`src/pkg/gfx_cfg_pkg.sv`:
```
// Constants for the graphics configuration register bank
package gfx_cfg_pkg;
   // ==========================================================
   // Register offsets (dword-aligned configuration offsets)
   localparam logic [7:0] POWER_CTRL_OFFSET = 8'hd4;
   localparam logic [7:0] SW_EVENT_OFFSET = 8'he0;
   localparam logic [7:0] CLK_GATE_OFFSET = 8'hf0;
   // ==========================================================
   // Power-state field
   localparam int PS_LSB = 0;
   localparam int PS_MSB = 1;
   localparam int NO_INTERNAL_RESET_BIT = 3;
   localparam logic [1:0] PS_D0 = 2'h0;
   localparam logic [1:0] PS_D3 = 2'h3;
   localparam logic [1:0] PS_RESET = 2'h0;
   // ==========================================================
   // Software event register
   localparam int EVENT_SELECT_BIT = 15;
   localparam int SCRATCH_MSB = 14;
   localparam int SCRATCH_LSB = 1;
   localparam int SCI_TRIGGER_BIT = 0;
   localparam logic [15:0] SW_EVENT_RESET = 16'h0000;
   // ==========================================================
   // Clock gating control register
   localparam int CORE_CLOCK_GATE_BIT = 14;
   localparam logic [15:0] CLK_GATE_RESET = 16'h1606;
   localparam logic [15:0] CLK_GATE_WMASK = 16'h5f7f;
endpackage

```
`src/pkg/sci_event_if.sv`:
```
// Link between the register bank and the SCI message generator
`timescale 1ns/1ps
interface sci_event_if;
   logic select;
   logic trigger;
   logic msg;
   modport bank (output select, output trigger, input msg);
   modport gen (input select, input trigger, output msg);
endinterface

```
`src/rtl/sci_message_gen.sv`:
```
// Edge detector that turns a rising SCI trigger into one message pulse when select is set
`timescale 1ns/1ps
module sci_message_gen (
   input wire logic clk_i, // System clock
   input wire logic rst_n_i, // Asynchronous reset, active low
   sci_event_if.gen ev // Trigger in, message out
);
   logic trigger_prev;
   logic msg;
   wire rising = ev.trigger & ~trigger_prev;
   wire next_msg = ev.select & rising;

   always_ff @(posedge clk_i or negedge rst_n_i) begin
      if (!rst_n_i) begin
         trigger_prev <= 1'b0;
         msg <= 1'b0;
      end else begin
         trigger_prev <= ev.trigger;
         msg <= next_msg;
      end
   end

   assign ev.msg = msg;

   // ==========================================================
   // Checks
   property p_sci_on_rise;
      @(posedge clk_i) disable iff (!rst_n_i)
      (ev.select && ev.trigger && !$past(ev.trigger)) |=> msg;
   endproperty
   a_sci_on_rise: assert property (p_sci_on_rise) else $error("rise lost");

   property p_sci_single;
      @(posedge clk_i) disable iff (!rst_n_i)
      msg |=> !msg;
   endproperty
   a_sci_single: assert property (p_sci_single) else $error("double message");

   property p_sci_cause;
      @(posedge clk_i) disable iff (!rst_n_i)
      msg |-> $past(ev.select) && $past(ev.trigger) && !$past(ev.trigger, 2);
   endproperty
   a_sci_cause: assert property (p_sci_cause) else $error("message without rise");
endmodule

```
`src/rtl/gfx_cfg_regs.sv`:
```
// Graphics configuration register bank: power state, SCI trigger, clock gate
`timescale 1ns/1ps
module gfx_cfg_regs
   import gfx_cfg_pkg::*;
(
   input wire logic SYS_CLK_I, // System clock, 50 MHz
   input wire logic RST_N_I, // Asynchronous reset, active low
   input wire logic CFG_WR_I, // Config write strobe
   input wire logic CFG_RD_I, // Config read strobe
   input wire logic [7:0] CFG_ADDR_I, // Dword-aligned config offset
   input wire logic [3:0] CFG_BE_I, // Byte enables
   input wire logic [31:0] CFG_WDATA_I, // Write data
   output logic [31:0] CFG_RDATA_O, // Read data
   output logic CFG_ACK_O, // Access complete
   output logic SCI_MSG_O, // SCI message pulse to hub
   output logic [1:0] POWER_STATE_O, // Current power state
   output logic CORE_CLOCK_GATE_O // 1 gates core display clock
);
   logic [1:0] power_state;
   logic [15:0] sw_event;
   logic [15:0] clk_gate;
   logic [31:0] rdata;
   logic ack;

   sci_event_if sci_link ();

   // ==========================================================
   // Address decode
   wire hit_power = (CFG_ADDR_I == POWER_CTRL_OFFSET);
   wire hit_event = (CFG_ADDR_I == SW_EVENT_OFFSET);
   wire hit_clk = (CFG_ADDR_I == CLK_GATE_OFFSET);
   wire [15:0] byte_mask = {{8{CFG_BE_I[1]}}, {8{CFG_BE_I[0]}}};
   wire [15:0] wdata_lo = CFG_WDATA_I[15:0];

   // ==========================================================
   // Power state
   wire [1:0] ps_wdata = CFG_WDATA_I[PS_MSB:PS_LSB];
   wire ps_supported = (ps_wdata == PS_D0) || (ps_wdata == PS_D3);
   wire ps_wr = CFG_WR_I & hit_power & CFG_BE_I[0] & ps_supported;
   // No internal reset on D3 to D0; other registers keep their values
   wire [1:0] next_power_state = ps_wr ? ps_wdata : power_state;

   // ==========================================================
   // Software event and clock gating
   wire ev_wr = CFG_WR_I & hit_event;
   wire [15:0] next_sw_event = ev_wr ? ((sw_event & ~byte_mask) | (wdata_lo & byte_mask))
                                     : sw_event;
   wire clk_wr = CFG_WR_I & hit_clk;
   wire [15:0] clk_wmask = byte_mask & CLK_GATE_WMASK;
   wire [15:0] next_clk_gate = clk_wr ? ((clk_gate & ~clk_wmask) | (wdata_lo & clk_wmask))
                                      : clk_gate;

   // ==========================================================
   // Read mux
   wire [15:0] power_rd = 16'h0000 | (16'h0001 << NO_INTERNAL_RESET_BIT)
                          | {14'h0000, power_state};
   wire [15:0] rd_lo = hit_power ? power_rd :
                       hit_event ? sw_event :
                       hit_clk ? clk_gate : 16'h0000;
   wire [31:0] next_rdata = CFG_RD_I ? {16'h0000, rd_lo} : rdata;
   wire next_ack = CFG_RD_I | CFG_WR_I;

   always_ff @(posedge SYS_CLK_I or negedge RST_N_I) begin
      if (!RST_N_I) begin
         power_state <= PS_RESET;
         sw_event <= SW_EVENT_RESET;
         clk_gate <= CLK_GATE_RESET;
         rdata <= 32'h00000000;
         ack <= 1'b0;
      end else begin
         power_state <= next_power_state;
         sw_event <= next_sw_event;
         clk_gate <= next_clk_gate;
         rdata <= next_rdata;
         ack <= next_ack;
      end
   end

   // ==========================================================
   // SCI message generation
   assign sci_link.select = sw_event[EVENT_SELECT_BIT];
   assign sci_link.trigger = sw_event[SCI_TRIGGER_BIT];

   sci_message_gen u_sci_gen (
      .clk_i(SYS_CLK_I),
      .rst_n_i(RST_N_I),
      .ev(sci_link.gen)
   );

   assign CFG_RDATA_O = rdata;
   assign CFG_ACK_O = ack;
   assign SCI_MSG_O = sci_link.msg;
   assign POWER_STATE_O = power_state;
   assign CORE_CLOCK_GATE_O = clk_gate[CORE_CLOCK_GATE_BIT];

   // ==========================================================
   // Checks
   property p_ps_legal;
      @(posedge SYS_CLK_I) disable iff (!RST_N_I)
      (POWER_STATE_O == PS_D0) || (POWER_STATE_O == PS_D3);
   endproperty
   a_ps_legal: assert property (p_ps_legal) else $error("illegal power state");

   property p_ps_write;
      @(posedge SYS_CLK_I) disable iff (!RST_N_I)
      (CFG_WR_I && hit_power && CFG_BE_I[0] && ps_supported) |=> POWER_STATE_O == $past(ps_wdata);
   endproperty
   a_ps_write: assert property (p_ps_write) else $error("power write lost");

   property p_ps_unsupported;
      @(posedge SYS_CLK_I) disable iff (!RST_N_I)
      (CFG_WR_I && hit_power && !ps_supported) |=> $stable(POWER_STATE_O) && CFG_ACK_O;
   endproperty
   a_ps_unsupported: assert property (p_ps_unsupported) else $error("D1/D2 taken");

   property p_no_soft_reset;
      @(posedge SYS_CLK_I) disable iff (!RST_N_I)
      ($past(power_state) == PS_D3 && power_state == PS_D0)
         |-> $stable(clk_gate) && $stable(sw_event);
   endproperty
   a_no_soft_reset: assert property (p_no_soft_reset) else $error("context lost");

   property p_trigger_hold;
      @(posedge SYS_CLK_I) disable iff (!RST_N_I)
      (sw_event[SCI_TRIGGER_BIT] && !ev_wr) |=> sw_event[SCI_TRIGGER_BIT];
   endproperty
   a_trigger_hold: assert property (p_trigger_hold) else $error("trigger self-cleared");

   property p_scratch_quiet;
      @(posedge SYS_CLK_I) disable iff (!RST_N_I)
      (ev_wr && CFG_BE_I[0] && wdata_lo[SCI_TRIGGER_BIT] == sw_event[SCI_TRIGGER_BIT])
         |=> ##1 !SCI_MSG_O;
   endproperty
   a_scratch_quiet: assert property (p_scratch_quiet) else $error("scratch caused SCI");

   property p_gate_write;
      @(posedge SYS_CLK_I) disable iff (!RST_N_I)
      (clk_wr && CFG_BE_I[1]) |=> CORE_CLOCK_GATE_O == $past(CFG_WDATA_I[CORE_CLOCK_GATE_BIT]);
   endproperty
   a_gate_write: assert property (p_gate_write) else $error("gate write lost");

   property p_reserved_ro;
      @(posedge SYS_CLK_I) disable iff (!RST_N_I)
      (clk_gate & ~CLK_GATE_WMASK) == 16'h0000;
   endproperty
   a_reserved_ro: assert property (p_reserved_ro) else $error("read-only bit set");

   property p_event_read;
      @(posedge SYS_CLK_I) disable iff (!RST_N_I)
      (CFG_RD_I && hit_event) |=> CFG_ACK_O && CFG_RDATA_O == {16'h0000, $past(sw_event)};
   endproperty
   a_event_read: assert property (p_event_read) else $error("event read wrong");

   property p_ack_follows;
      @(posedge SYS_CLK_I) disable iff (!RST_N_I)
      (CFG_RD_I || CFG_WR_I) |=> CFG_ACK_O;
   endproperty
   a_ack_follows: assert property (p_ack_follows) else $error("access not acked");

   property p_ack_idle;
      @(posedge SYS_CLK_I) disable iff (!RST_N_I)
      !(CFG_RD_I || CFG_WR_I) |=> !CFG_ACK_O;
   endproperty
   a_ack_idle: assert property (p_ack_idle) else $error("ack without access");

   property p_power_read;
      @(posedge SYS_CLK_I) disable iff (!RST_N_I)
      (CFG_RD_I && hit_power) |=> CFG_RDATA_O[NO_INTERNAL_RESET_BIT]
         && CFG_RDATA_O[PS_MSB:PS_LSB] == $past(POWER_STATE_O);
   endproperty
   a_power_read: assert property (p_power_read) else $error("power read wrong");

   property p_clk_read;
      @(posedge SYS_CLK_I) disable iff (!RST_N_I)
      (CFG_RD_I && hit_clk) |=> CFG_RDATA_O == {16'h0000, $past(clk_gate)};
   endproperty
   a_clk_read: assert property (p_clk_read) else $error("clock read wrong");

   property p_unmapped_read;
      @(posedge SYS_CLK_I) disable iff (!RST_N_I)
      (CFG_RD_I && !hit_power && !hit_event && !hit_clk) |=> CFG_RDATA_O == 32'h00000000;
   endproperty
   a_unmapped_read: assert property (p_unmapped_read) else $error("unmapped read not 0");

   property p_event_low;
      @(posedge SYS_CLK_I) disable iff (!RST_N_I)
      (ev_wr && CFG_BE_I[0]) |=> sw_event[7:0] == $past(CFG_WDATA_I[7:0]);
   endproperty
   a_event_low: assert property (p_event_low) else $error("event low lane lost");

   property p_event_high;
      @(posedge SYS_CLK_I) disable iff (!RST_N_I)
      (ev_wr && CFG_BE_I[1]) |=> sw_event[15:8] == $past(CFG_WDATA_I[15:8]);
   endproperty
   a_event_high: assert property (p_event_high) else $error("event high lane lost");

   // Hardware never alters the event register on its own
   property p_event_keep;
      @(posedge SYS_CLK_I) disable iff (!RST_N_I)
      !ev_wr |=> $stable(sw_event);
   endproperty
   a_event_keep: assert property (p_event_keep) else $error("event register moved");

   property p_clock_keep;
      @(posedge SYS_CLK_I) disable iff (!RST_N_I)
      !clk_wr |=> $stable(clk_gate);
   endproperty
   a_clock_keep: assert property (p_clock_keep) else $error("clock register moved");

   property p_power_keep;
      @(posedge SYS_CLK_I) disable iff (!RST_N_I)
      !(CFG_WR_I && hit_power) |=> $stable(POWER_STATE_O);
   endproperty
   a_power_keep: assert property (p_power_keep) else $error("power state moved");
endmodule

```
`config.mk`:
```
export PLATFORM = sky130hd
export DESIGN_NAME = gfx_cfg_regs
export DESIGN_NICKNAME = d
export VERILOG_FILES = /design/src/pkg/gfx_cfg_pkg.sv /design/src/pkg/sci_event_if.sv /design/src/rtl/sci_message_gen.sv /design/src/rtl/gfx_cfg_regs.sv
export SDC_FILE = /design/constraint.sdc
export NUM_CORES = 1
export LEC_CHECK = 0
export BUFFER_PORTS_ARGS = -buffer_cell sky130_fd_sc_hd__buf_4
export CAP_MARGIN = 20
export CELL_PAD_IN_SITES_DETAIL_PLACEMENT = 1
export CELL_PAD_IN_SITES_GLOBAL_PLACEMENT = 1
export CORE_MARGIN = 5
export CORE_UTILIZATION = 40
export DETAILED_ROUTE_END_ITERATION = 10
export PLACE_DENSITY_LB_ADDON = 0.25
export REMOVE_ABC_BUFFERS = 1
export SLEW_MARGIN = 25
export SYNTH_ARGS = -nofsm -noshare
export SYNTH_HDL_FRONTEND = slang
export SYNTH_SLANG_ARGS = --single-unit
```
`constraint.sdc`:
```
create_clock -name SYS_CLK_I -period 1.81 [get_ports SYS_CLK_I]
set_input_delay 0.0905 -clock SYS_CLK_I [delete_from_list [all_inputs] [get_ports SYS_CLK_I]]
set_output_delay 0.0905 -clock SYS_CLK_I [all_outputs]
set_load 0.02 [all_outputs]
```
==> results.sh <==
export IMPL_synth_seq_area_share_pct=52.5
export IMPL_antenna_diode_count=0
export IMPL_number_of_remaining_drc_errors=0
export IMPL_ant_nets=0
export IMPL_dpl_cell_count=317
export IMPL_clock_sinks=50
export IMPL_synth_cell_area_um2=2390
export IMPL_first_iter_violations=40
export IMPL_detailed_place_hpwl_um=3640
export IMPL_setup_worst_path_start_class="input pin"
export IMPL_cap_violations=0
export IMPL_final_cells=327
export IMPL_grt_start_max_net_pins=51
export IMPL_post_drt_wl_per_cell_um=15.1
export IMPL_ctsLongestPathBuffers=2
export IMPL_dpl_instance_area_um2=2820
export IMPL_clkLatencyLatePin_ps=290
export IMPL_ctsHoldBuffers=2
export IMPL_synth_top_area_share_pct=47.0
export IMPL_grt_pass1_wl_um=8220
export IMPL_grt_ovfl_total=0
export IMPL_die_area_um2=7630
export IMPL_most_area_hungry_cell_type_in_the_yosys_netlist="dfrtp_1"
export IMPL_areaGrowthSynthToFinish_pct=22.5
export IMPL_floorplan_io_pins=85
export IMPL_met2_length_um=2310
export IMPL_first_pass_iters=4
export IMPL_clock_tree_root_cell="clkbuf_8"
export IMPL_report_final_hold_viol_count=0
export IMPL_status="finished clean"
export IMPL_wire_length_on_met1_um=2260
export IMPL_clock_transition_at_the_registers_of_the_reported_paths_ps=90
export IMPL_die_y_um=87.4
export IMPL_grt_pass1_vias=1678
export IMPL_yosys_most_used_dff="dfrtp_1"
export IMPL_timing_critical_path_required_ps=1990
export IMPL_buffer_ports_inserted=50
export IMPL_final_period_minus_worst_setup_slack_ps=1660
export IMPL_setup_repair_after_global_routing_missed_its_margin="no"
export IMPL_chipWidth_um=87.4
export IMPL_grt_usage_pct=13.6
export IMPL_post_route_cells_drive_above_1_share_pct=46.0
export IMPL_setup_worst_path_end_class="flop"
export IMPL_final_setup_worst_slack_ps=151
export IMPL_timing_final_setup_violations=0
export IMPL_synth_async_reset_ratio_pct=100
export IMPL_static_leak_uw=0.00146
export IMPL_ys_seq_elements=50
export IMPL_gpl_final_weighted_congestion=0.757
export IMPL_synth_yosys_warnings=0
export IMPL_final_setup_skew_ps=3.69
export IMPL_netlist_cell_type_count=30
export IMPL_routed_via_density=4.85
export IMPL_cts_tree="built"
export IMPL_syn_inst=193
export IMPL_cts_resized_gates=0
export IMPL_timing_worst_slew_pin_value_ps=617
export IMPL_critical_path_arrival_ps=1840
export IMPL_cts_buffers_inserted=5
export IMPL_drt_total_wl_um=4950
export IMPL_fin_area_um2=2930
export IMPL_met3_length_um=345
export IMPL_path_category_of_the_worst_min_delay_check="input pin to flop"
export IMPL_slew_limit_headroom_pct=58.9
export IMPL_antenna_found_initial=0
export IMPL_row_count=28
export IMPL_final_period_utilization_pct=91.6
export IMPL_dp_worst_setup_slack_ps=-87.9
export IMPL_timing_setup_tns_ps=0
export IMPL_slew_violations=0
export IMPL_peakVddDrop_v=0.000359
export IMPL_post_cts_buffers=0
export IMPL_fin_util_pct=49.9
export IMPL_synth_edf_count=0
export IMPL_topRoutingLayerUsed="met4"
export IMPL_critical_path_max_fanout=7
export IMPL_cellPowerDensity_nw_per_um2=687
export IMPL_layout_nets=299
export IMPL_syn_area_per_cell_um2=12.4
export IMPL_initial_core_util_pct=40.7
export IMPL_dr_total_vias=1585
export IMPL_netlist_top_cells_area="dfrtp_1 (47%), mux2_2 (15%), dfstp_2 (5.5%)"
export IMPL_fmax_mhz=603
export IMPL_critical_path_class="input pin to flop"
export IMPL_placeableCoreArea_um2=5890
export IMPL_cts_h_tree_depth=2
[cells by family (layout without fill, tap and decap cells)]
logic type / after synthesis / in the layout / share of synthesized area, %
flip-flops: 50 / 50 / 52.5
AND/OR/NAND/NOR: 42 / 42 / 11.5
buffers and inverters: 37 / 81 / 8.93
other: 1 / 16 / 0.157
multiplexers: 42 / 42 / 20.7
AO/OA/AOI/OAI: 21 / 21 / 6.16
[cell usage after synthesis, types with 2 or more instances]
cell type,instances
mux2_4,7
mux2_2,32
inv_1,12
mux2i_1,3
nand4b_1,3
buf_6,2
nor4_4,3
buf_1,2
nand2b_1,6
o211ai_1,2
o31ai_1,3
nand2_1,18
buf_4,16
dfrtp_1,45
clkbuf_1,5
a41o_1,3
o22ai_1,12
nor2b_1,3
dfstp_2,5
[worst max-delay path: stages]
cell	delay (ps)
dlygate4sd3_1	530
buf_4	110
nand2_1	200
or3_1	410
buf_4	190
mux2_4	300
[report_power, final]
part / switching (uW) / internal (uW) / leakage (uW)
logic: 119 / 84.4 / 0.000752
clock network: 356 / 308 / 0.0000472
registers: 9.76 / 1140 / 0.000664
[routing by layer]
layer / GRT usage [%] / vias up
met4: 3.07 / 0
met3: 3.69 / 4
li1: - / 757
met2: 21.6 / 48
met1: 18.6 / 776
met5: 0 / -
[final cells by class]
cell class                      instances  area, um2
Clock buffer                            6       82.6
Clock inverter                          2       12.5
Fill cell                             651       2950
Inverter                               12       45.0
Multi-Input combinational cell        121        980
Sequential cell                        50       1260
Tap cell                               75       93.8
Timing Repair Buffer                   61        463
[per-stage QoR]
| stage | power, uW | hold WS (ps) |
|---|---|---|
| floorplan | 1250 | -205 |
| global placement | 1370 | 158 |
| detailed placement | 1370 | 154 |
| CTS | 2040 | 17.7 |
| global route | 2110 | 12.1 |
| finish | 2010 | 23.5 |
[final timing paths]
| check | from | to | slack, ps | depth (start not counted) |
|---|---|---|---|---|
| max in group asynchronous | RST_N_I | CFG_RDATA_O[0] | 1050 | 2 |
| worst max register to register | flop | CFG_RDATA_O[0] | 740 | 3 |
| worst min register to register | u_sci_gen.trigger_prev | u_sci_gen.ev.msg | 400 | 1 |
| worst min-delay path | CFG_WDATA_I[13] | flop | 20 | 2 |
| min in group asynchronous | RST_N_I | CFG_RDATA_O[4] | 350 | 2 |
| worst max-delay path | CFG_WR_I | flop | 150 | 6 |
[layout by cell type, fill, tap and decap left out]
cell type / count
a41o_1: 3
mux2_4: 7
dlygate4sd3_1: 2
nand3_1: 1
or2_2: 1
nor2_1: 1
or4_2: 1
o211ai_1: 2
nand2_1: 18
nand4b_1: 3
or4b_1: 1
dfrtp_1: 45
o31ai_1: 3
conb_1: 16
nand2b_1: 6
nor4_1: 1
o22ai_1: 12
mux2_2: 32
mux2i_1: 3
or3_1: 1
nand3b_1: 1
nor2b_1: 3
nor4_4: 3
inv_1: 12
dfstp_2: 5
clkbuf_8: 6
buf_4: 59
o21ai_0: 1
nor4b_1: 1
clkinvlp_4: 1
clkinv_2: 1
Power figures use the tool's default switching activity.
